<file path="src/logic/fcr_pkg.sv">
`default_nettype none
package fcr_pkg;
   // Register word offsets on the plain register port
   localparam logic [3:0] CMD_PARAM_INDEX_OFS   = 4'h0;
   localparam logic [3:0] PROT_STATUS_OFS       = 4'h1;
   localparam logic [3:0] CONFIG_OFS            = 4'h2;
   localparam logic [3:0] CMD_STATUS_OFS        = 4'h3;
   localparam logic [3:0] ERROR_STATUS_OFS      = 4'h4;
   localparam logic [3:0] ERROR_CONFIG_OFS      = 4'h5;
   localparam logic [3:0] SECURITY_OFS          = 4'h6;

   // Configuration register fields
   localparam int CFG_CC_IRQ_EN_BIT   = 7;
   localparam int CFG_ERASE_REQ_BIT   = 5;
   localparam int CFG_IGN_SF_BIT      = 4;
   localparam int CFG_FORCE_DF_BIT    = 1;
   localparam int CFG_FORCE_SF_BIT    = 0;
   localparam logic [7:0] CFG_RW_MASK = 8'h93;

   // Other fields
   localparam int PSTAT_OVRD_BIT      = 7;
   localparam int CSTAT_CC_FLAG_BIT   = 7;
   localparam int ERR_DF_BIT          = 1;
   localparam int ERR_SF_BIT          = 0;
   localparam int PIDX_W              = 3;
   localparam logic [1:0] SEC_UNSECURE = 2'h2;

   // Reset values
   localparam logic [7:0] CFG_RESET    = 8'h00;
   localparam logic [2:0] PIDX_RESET   = 3'h0;
   localparam logic [7:0] SEC_RESET    = 8'h01;

   typedef enum logic [1:0] {RD_NONE, RD_SINGLE, RD_DOUBLE} fcr_fault_e;

   typedef struct packed {
      logic       valid;
      fcr_fault_e fault;
   } fcr_array_read_s;

   typedef struct packed {
      logic       wr;
      logic       rd;
      logic [3:0] addr;
      logic [7:0] wdata;
   } fcr_bus_req_s;
endpackage : fcr_pkg
`default_nettype wire

</file>
<file path="src/logic/fcr_config_regs.sv">
// Contract
// - Index register: bits 2..0 RW, rest zero
// - Index tells controller loaded parameter count
// - Protection status register is read only
// - Bit 7 shows protection override active
// - Config bits 7,4,1,0 RW, bit 5 read only, others zero
// - Complete interrupt when enable and flag set
// - Erase-all bit never changed by writes
// - Erase-all bit sets on request, flag high
// - Erase, verify, program byte, then unsecure
// - Erase-all bit clears when operation done
// - Ignore bit suppresses single fault reporting
// - Forced double fault flags every read
// - Else double flag only on real fault
// - Forced double bit stays until cleared
// - Forced single fault flags every read while ignore bit clear
// - Else single flag only on real fault
// - Forced single bit stays until cleared
// - Writing 1 launches; flag low until done
// - Single fault interrupt when enabled and flagged
// - Unsecure security encoding is binary 10
`default_nettype none
module fcr_config_regs
   import fcr_pkg::*;
(
   input  wire logic            sys_clk_in,
   input  wire logic            rstn_in,
   input  wire fcr_bus_req_s    bus_req_in,
   output logic [7:0]           bus_rdata_out,
   input  wire logic            erase_all_req_in,
   input  wire logic            prot_override_in,
   input  wire fcr_array_read_s array_read_in,
   input  wire logic            cmd_done_in,
   input  wire logic            cmd_violation_in,
   input  wire logic            erase_step_done_in,
   output logic                 cmd_launch_out,
   output logic [2:0]           param_word_index_out,
   output logic [1:0]           erase_step_out,
   output logic                 erase_busy_out,
   output logic                 cc_irq_out,
   output logic                 sf_irq_out,
   output logic                 df_irq_out
);
   typedef enum logic [2:0] {ES_IDLE, ES_ERASE, ES_VERIFY, ES_PROGRAM, ES_UNSECURE} fcr_erase_e;

   logic [2:0] pidx_q;
   logic [7:0] cfg_q;
   logic       cc_flag_q;
   logic [1:0] err_q;
   logic [1:0] err_cfg_q;
   logic [7:0] sec_q;
   fcr_erase_e es_q;
   logic       wr_cfg, wr_stat, wr_err, launch, erase_go, erase_last;
   logic [1:0] flt_hit;

   assign wr_cfg  = bus_req_in.wr && bus_req_in.addr == CONFIG_OFS;
   assign wr_stat = bus_req_in.wr && bus_req_in.addr == CMD_STATUS_OFS;
   assign wr_err  = bus_req_in.wr && bus_req_in.addr == ERROR_STATUS_OFS;
   assign erase_go   = es_q == ES_IDLE && erase_all_req_in && cc_flag_q;
   assign erase_last = es_q == ES_UNSECURE && erase_step_done_in;
   // Launch refused while erase-all runs or a command is in flight; an erase
   // start in the same cycle wins so only one sequence owns the array
   assign launch  = wr_stat && bus_req_in.wdata[CSTAT_CC_FLAG_BIT] && cc_flag_q
                    && es_q == ES_IDLE && !erase_go;

   always_ff @(posedge sys_clk_in) begin
      if (!rstn_in) begin
         pidx_q <= PIDX_RESET;
      end else if (bus_req_in.wr && bus_req_in.addr == CMD_PARAM_INDEX_OFS) begin
         pidx_q <= bus_req_in.wdata[PIDX_W-1:0];
      end
   end
   assign param_word_index_out = pidx_q;

   // Config: erase bit written only by the sequencer
   always_ff @(posedge sys_clk_in) begin
      if (!rstn_in) begin
         cfg_q <= CFG_RESET;
      end else begin
         if (wr_cfg) begin
            cfg_q[CFG_CC_IRQ_EN_BIT] <= bus_req_in.wdata[CFG_CC_IRQ_EN_BIT];
            cfg_q[CFG_IGN_SF_BIT]    <= bus_req_in.wdata[CFG_IGN_SF_BIT];
            cfg_q[CFG_FORCE_DF_BIT]  <= bus_req_in.wdata[CFG_FORCE_DF_BIT];
            cfg_q[CFG_FORCE_SF_BIT]  <= bus_req_in.wdata[CFG_FORCE_SF_BIT];
         end
         if (erase_go) begin
            cfg_q[CFG_ERASE_REQ_BIT] <= 1'b1;
         end else if (erase_last) begin
            cfg_q[CFG_ERASE_REQ_BIT] <= 1'b0;
         end
      end
   end

   // Erase-all sequencer, each step acknowledged by the array engine
   always_ff @(posedge sys_clk_in) begin
      if (!rstn_in) begin
         es_q <= ES_IDLE;
      end else begin
         case (es_q)
            ES_IDLE:     if (erase_go) es_q <= ES_ERASE;
            ES_ERASE:    if (erase_step_done_in) es_q <= ES_VERIFY;
            ES_VERIFY:   if (erase_step_done_in) es_q <= ES_PROGRAM;
            ES_PROGRAM:  if (erase_step_done_in) es_q <= ES_UNSECURE;
            ES_UNSECURE: if (erase_step_done_in) es_q <= ES_IDLE;
            default:     es_q <= ES_IDLE;
         endcase
      end
   end
   assign erase_busy_out = es_q != ES_IDLE;
   always_comb begin
      case (es_q)
         ES_VERIFY:   erase_step_out = 2'h1;
         ES_PROGRAM:  erase_step_out = 2'h2;
         ES_UNSECURE: erase_step_out = 2'h3;
         default:     erase_step_out = 2'h0;
      endcase
   end

   // Security state; only the unsecure field value is touched here
   always_ff @(posedge sys_clk_in) begin
      if (!rstn_in) begin
         sec_q <= SEC_RESET;
      end else if (erase_last) begin
         sec_q[1:0] <= SEC_UNSECURE;
      end
   end

   // Command complete flag; erase-all also holds it low
   always_ff @(posedge sys_clk_in) begin
      if (!rstn_in) begin
         cc_flag_q <= 1'b1;
      end else if (launch || erase_go) begin
         cc_flag_q <= 1'b0;
      end else if ((cmd_done_in || cmd_violation_in) && es_q == ES_IDLE) begin
         cc_flag_q <= 1'b1;
      end else if (erase_last) begin
         cc_flag_q <= 1'b1;
      end
   end
   assign cmd_launch_out = launch;

   // Fault flags: hardware set wins over write-1 clear
   assign flt_hit[ERR_SF_BIT] = array_read_in.valid && !cfg_q[CFG_IGN_SF_BIT] &&
      (cfg_q[CFG_FORCE_SF_BIT] || array_read_in.fault == RD_SINGLE);
   assign flt_hit[ERR_DF_BIT] = array_read_in.valid &&
      (cfg_q[CFG_FORCE_DF_BIT] || array_read_in.fault == RD_DOUBLE);
   for (genvar gi = 0; gi < 2; gi++) begin : g_flt
      always_ff @(posedge sys_clk_in) begin
         if (!rstn_in) begin
            err_q[gi] <= 1'b0;
         end else if (flt_hit[gi]) begin
            err_q[gi] <= 1'b1;
         end else if (wr_err && bus_req_in.wdata[gi]) begin
            err_q[gi] <= 1'b0;
         end
      end
   end
   always_ff @(posedge sys_clk_in) begin
      if (!rstn_in) begin
         err_cfg_q <= 2'h0;
      end else if (bus_req_in.wr && bus_req_in.addr == ERROR_CONFIG_OFS) begin
         err_cfg_q <= bus_req_in.wdata[1:0];
      end
   end

   assign cc_irq_out = cfg_q[CFG_CC_IRQ_EN_BIT] && cc_flag_q;
   assign sf_irq_out = err_cfg_q[ERR_SF_BIT] && err_q[ERR_SF_BIT];
   assign df_irq_out = err_cfg_q[ERR_DF_BIT] && err_q[ERR_DF_BIT];

   // Read data valid one cycle after the strobe only
   always_ff @(posedge sys_clk_in) begin
      if (!rstn_in || !bus_req_in.rd) begin
         bus_rdata_out <= 8'h00;
      end else if (bus_req_in.addr == CMD_PARAM_INDEX_OFS) begin
         bus_rdata_out <= {5'h00, pidx_q};
      end else if (bus_req_in.addr == PROT_STATUS_OFS) begin
         bus_rdata_out <= {prot_override_in, 7'h00};
      end else if (bus_req_in.addr == CONFIG_OFS) begin
         bus_rdata_out <= cfg_q & (CFG_RW_MASK | 8'h20);
      end else if (bus_req_in.addr == CMD_STATUS_OFS) begin
         bus_rdata_out <= {cc_flag_q, 7'h00};
      end else if (bus_req_in.addr == ERROR_STATUS_OFS) begin
         bus_rdata_out <= {6'h00, err_q};
      end else if (bus_req_in.addr == ERROR_CONFIG_OFS) begin
         bus_rdata_out <= {6'h00, err_cfg_q};
      end else if (bus_req_in.addr == SECURITY_OFS) begin
         bus_rdata_out <= sec_q;
      end else begin
         bus_rdata_out <= 8'h00;
      end
   end
endmodule // fcr_config_regs
`default_nettype wire

</file>
<file path="config.mk">
export PLATFORM = sky130hd
export DESIGN_NAME = fcr_config_regs
export DESIGN_NICKNAME = d
export VERILOG_FILES = /design/src/logic/fcr_pkg.sv /design/src/logic/fcr_config_regs.sv
export SDC_FILE = /design/constraint.sdc
export NUM_CORES = 1
export LEC_CHECK = 0
export BUFFER_PORTS_ARGS = -buffer_cell sky130_fd_sc_hd__buf_2
export CAP_MARGIN = 30
export CORE_UTILIZATION = 55
export CTS_BUF_LIST = sky130_fd_sc_hd__clkbuf_4
export DETAILED_ROUTE_END_ITERATION = 10
export GPL_TIMING_DRIVEN = 0
export PLACE_DENSITY_LB_ADDON = 0.1
export SYNTH_ARGS = -nofsm -noshare
export SYNTH_HDL_FRONTEND = slang
export SYNTH_SLANG_ARGS = --single-unit
</file>
<file path="constraint.sdc">
create_clock -name sys_clk_in -period 3.4 [get_ports sys_clk_in]
set_input_delay 0.34 -clock sys_clk_in [delete_from_list [all_inputs] [get_ports sys_clk_in]]
set_output_delay 0.34 -clock sys_clk_in [all_outputs]
set_load 0.1 [all_outputs]
</file>
Word-level counts from Yosys, hierarchy flattened --
Cells that the tools add are included.
Storage, ports and cells: flip-flop bits (word level) 24, bits of input ports 24, word-level logic and storage cells 92
Cells by class: equality and inequality tests 17, multiplexer cells 23, reductions and logical operators 40
Operators by type and width (count):
- 2-to-1 mux 8 bit | 3
- logical AND 1 bit | 21
- 2-to-1 mux 3 bit | 6
- case mux 3 bit (5 select lines) | 1
- equality test 4 x 3 -> 1 bit, second input constant | 3
- != test 2 bit, second input constant | 5
- 2-to-1 mux 1 bit | 9
- equality test 4 x 2 -> 1 bit, second input constant | 2
- equality test 3 x 2 -> 1 bit, second input constant | 2
- 2-to-1 mux 2 bit | 3
- case mux 2 bit (3 select lines) | 1
- nonzero test 2 bit | 3
- nonzero test 3 bit | 2
- logical OR 1 bit | 5
- AND reduction 5 bit | 1
- equality test 4 x 1 -> 1 bit, second input constant | 1
- logical NOT 1 bit | 4
- logical NOT 4 bit | 1
- equality test 3 x 1 -> 1 bit, second input constant | 1
- equality test 3 bit, second input constant | 1
- logical NOT 3 bit | 1
- OR reduction 3 bit | 1
- equality test 2 x 1 -> 1 bit, second input constant | 1
- equality test 2 bit, second input constant | 1
- OR reduction 2 bit | 1

Logic depth before layout (Yosys ltp) --
depth in word-level cells 8, depth in mapped cells 5, depth with buffers taken out 3

Worst setup path before layout --
No wires, ideal clock.
path kind input to output, from input port bus_req_in[10] (netlist name), to output port cmd_launch_out, data arrival time 2.998 ns, required time 3.060 ns, slack 0.062 ns, stages on the path 4, buffers on the path 1, path through buf_4 > and4bb_1 > nand3_1 > nor3_1
Between the ends: cells in the longest elaborated chain, start to end 6
RTL lines:
- from (decl) | RTL line fcr_config_regs.sv:28 | input wire fcr_bus_req_s bus_req_in,
- equality test 4 x 2 -> 1 bit | RTL line fcr_config_regs.sv:57 | assign wr_stat = bus_req_in.wr && bus_req_in.addr == CMD_STATUS_OFS;
- logical AND 1 bit | RTL line fcr_config_regs.sv:57
- logical AND 1 bit (2 in a row) | RTL line fcr_config_regs.sv:63 | assign launch = wr_stat && bus_req_in.wdata[CSTAT_CC_FLAG_BIT] && cc_flag_q
- logical AND 1 bit (2 in a row) | RTL line fcr_config_regs.sv:64 | && es_q == ES_IDLE && !erase_go;
- to (decl) | RTL line fcr_config_regs.sv:36 | output logic cmd_launch_out,
No other way between the ends.

Worst setup path in the final report --
from register es_q[1], to output port cmd_launch_out
Between the ends: cells in the longest elaborated chain, start to end 5, elaborated cells on any way between the ends 6
RTL lines:
- from (decl) | RTL line fcr_config_regs.sv:52 | fcr_erase_e es_q;
- from (signal assigned) | RTL line fcr_config_regs.sv:97 | es_q <= ES_IDLE;
- from (signal assigned) | RTL line fcr_config_regs.sv:100 | ES_IDLE: if (erase_go) es_q <= ES_ERASE;
- from (signal assigned) | RTL line fcr_config_regs.sv:101 | ES_ERASE: if (erase_step_done_in) es_q <= ES_VERIFY;
- logical NOT 3 bit (*) | RTL line fcr_config_regs.sv:59, fcr_config_regs.sv:64
- logical AND 1 bit (2 in a row) | RTL line fcr_config_regs.sv:59 | assign erase_go = es_q == ES_IDLE && erase_all_req_in && cc_flag_q;
- logical NOT 1 bit | RTL line fcr_config_regs.sv:64
- logical AND 1 bit (*) | RTL line fcr_config_regs.sv:64
Every way passes the cells marked *; elsewhere a longest branch is shown, timed or not.

==> results.yml <==
yosys:
  netlist_area_um2: 1210
  ys_warn_count: 0
  synth-main-ff-cell: "dfxtp_1"
  synth-seq-area-share: 0.397
  yosys.area.top_type: "dfxtp_1"
  ys_ff_latch: 24
  synth_area_leaders: "dfxtp_1, mux2i_1, nand2_1, nand3b_1, a21oi_1"
  syn_area_per_cell_um2: 8.90
  synth_edf_count: 0
  ys_top_cells_by_count: "dfxtp_1, nand2_1, a21oi_1, o21ai_0"
  synth_cell_types: 38
  synthArstFlopShare: 0
  synth.top_cell.area_share: 0.397
  synth.most_common_cell: "dfxtp_1"
  synthCells: 136
cells_and_area:
  antenna_cells: 0
  multi_input_area_um2: 642
  fin_util: 0.714
  area_growth_pct: 19.3
  regArea_um2: 480
  fin_nets: 200
  instances_no_fill: 202
  fillCellCount: 166
  drive_above_1_share: 0.286
  final_cell_area_um2: 1440
pwr:
  worst_ir_drop_vdd_mv: 0.284
  pwr-share-comb: 0.246
  intPower_mw: 0.377
  swShare: 0.336
  p_seq_frac: 0.530
  switchingPower_mw: 0.191
  p_total_mw: 0.568
  power_density_nw_per_um2: 393
  leakage_nw: 0.648
  power_frac_clock: 0.224
sta:
  clock.fmax_mhz: 483
  drv_slew: 0
  period_minus_slack_ns: 2.07
  final.period_utilization: 0.609
  rsz0062_at_grt: "false"
  fin_tns_setup_ns: 0
  setup_viol: 0
  finClkSkew_ns: 0.00817
  finalHoldViolations: 0
place:
  placed_cell_area_um2: 1420
  gp_congestion: 0.862
  dp_hpwl_um: 2110
  post-place-cells: 198
  portBuffers: 34
drt:
  drc: 0
  vias: 1106
  drtIter0Drc: 50
  wl_per_cell_um: 13.7
  via_per_inst: 5.48
  drt-total-wl_um: 2780
  drtPass1Iterations: 4
  drtAntennaViolNets: 0
status:
  outcome: "finished clean"
floorplan:
  die_area_um2: 2390
  rows: 16
  io_pins: 42
  initial_core_util: 0.598
  die_h_um: 48.9
  fp.dieW_um: 48.9
  core-area_um2: 2020
clock_network:
  clk_latency_ns: 0.31
  cts_buffers: 3
  cts_hold_buf: 0
  clkSlewWorstSetupHoldPaths_ns: 0.14
  postCtsSetupRepairBufs: 0
  h-tree-depth: 1
  cts_tree: "done"
  cts_max_path_buffers: 2
  cts.sinks: 24
  cts_resized: 0
  cts_root_buffer: "clkbuf_4"
global_routing:
  grt_pass1_wl_um: 4750
  grt_pass1_vias: 1075
  track_usage: 0.256
  grt_overflow: 0
  antenna_found_initial: 0
  grt_start_max_net_pins: 14
worst_setup_path:
  cp_max_fo: 8
  endpoint_kind: "output port"
  worst-setup-path-type: "reg -> out"
  critPathLaunchType: "flop"
  required_ns: 3.06
  crit_arrival_ns: 1.73
job:
  max_cap_viol_count: 0
min_path:
  hold_class: "in -> reg"
-- final timing paths --
| check | from | end | slack, ns | cells past startpoint |
|---|---|---|---|---|
| worst max-delay path | es_q[1] | cmd_launch_out | 1.33 | 5 |
| worst min-delay path | bus_req_in[2] | param_word_index_out[2] | 0.26 | 3 |
| worst max register to register | es_q[2] | es_q[2] | 2.15 | 3 |
| worst min register to register | sec_q[1] | sec_q[1] | 0.46 | 2 |
-- critical path, stage by stage (launching register included) --
cell,delay [ns]
dfxtp_1,0.32
buf_2,0.16
nor3_2,0.31
nand2_1,0.09
nor3_1,0.12
buf_2,0.44
-- flip-flops by register name, indices dropped and copies added (netlist names) --
name and cells:
cfg_q 5, es_q 3, err_q 2, sec_q 2, cc_flag_q 1, err_cfg_q 2, param_word_index_out 3, bus_rdata_out 6
-- cell usage in the layout, fill, tap and decap left out, types with 2 or more instances in the layout --
| cell type | Yosys | routed |
|---|---|---|
| nand4_1 | 2 | 2 |
| a32oi_1 | 2 | 2 |
| clkbuf_4 | 0 | 3 |
| nor2_1 | 3 | 3 |
| nand2_1 | 16 | 16 |
| a2bb2oi_1 | 2 | 2 |
| nand4bb_1 | 3 | 3 |
| buf_2 | 1 | 35 |
| mux2i_1 | 7 | 7 |
| inv_1 | 5 | 5 |
| nor3_1 | 3 | 3 |
| a21oi_1 | 10 | 10 |
| and2_1 | 5 | 5 |
| o22ai_1 | 5 | 5 |
| nand3b_1 | 7 | 7 |
| clkbuf_1 | 2 | 2 |
| buf_6 | 3 | 3 |
| nor2b_1 | 2 | 2 |
| and3_1 | 5 | 5 |
| buf_4 | 3 | 3 |
| conb_1 | 1 | 2 |
| o21ai_0 | 9 | 9 |
| dfxtp_1 | 24 | 24 |
-- cells by family after synthesis --
logic type                Yosys count  synth area share
and+or+nand+nor                    56             0.296
other                               1           0.00310
DFF                                24             0.397
xor gates and xnor gates            2            0.0145
buffers and inverters              15            0.0755
AOI/OAI and AO/OA                  30             0.147
muxes                               8            0.0672
-- stage by stage --
step	hold WS [ns]	setup WS, ns
after global routing	0.266	1.14
final	0.261	1.33
after CTS	0.270	1.32
after detailed placement	0.443	1.45
after global placement	0.437	1.47
after floorplan	0.422	0.0619
-- layout make-up --
cell class / instances / share of cell area
multi-input combinational: 98 / 0.445
sequential: 24 / 0.333
timing repair buffer: 34 / 0.118
buffer: 9 / 0.0477
tap: 27 / 0.0234
clock buffer: 3 / 0.0156
inverter: 6 / 0.0156
clock inverter: 1 / 0.00260
-- metal layers --
metal	global-route usage	wire length (um)	vias up
li1	-	-	557
met1	0.322	1240	503
met2	0.435	1330	44
met3	0.0530	180	2
met4	0.0833	26	0
met5	0	0	-
-- power by group through the flow --
stage	Combinational (mW)	Sequential (mW)	Clock [mW]
detailed placement	0.139	0.307	0
finish	0.140	0.301	0.127
floorplan	0.101	0.311	0
global route	0.151	0.303	0.140
global placement	0.135	0.306	0
CTS	0.139	0.300	0.126
Power figures use the tool's default switching activity.
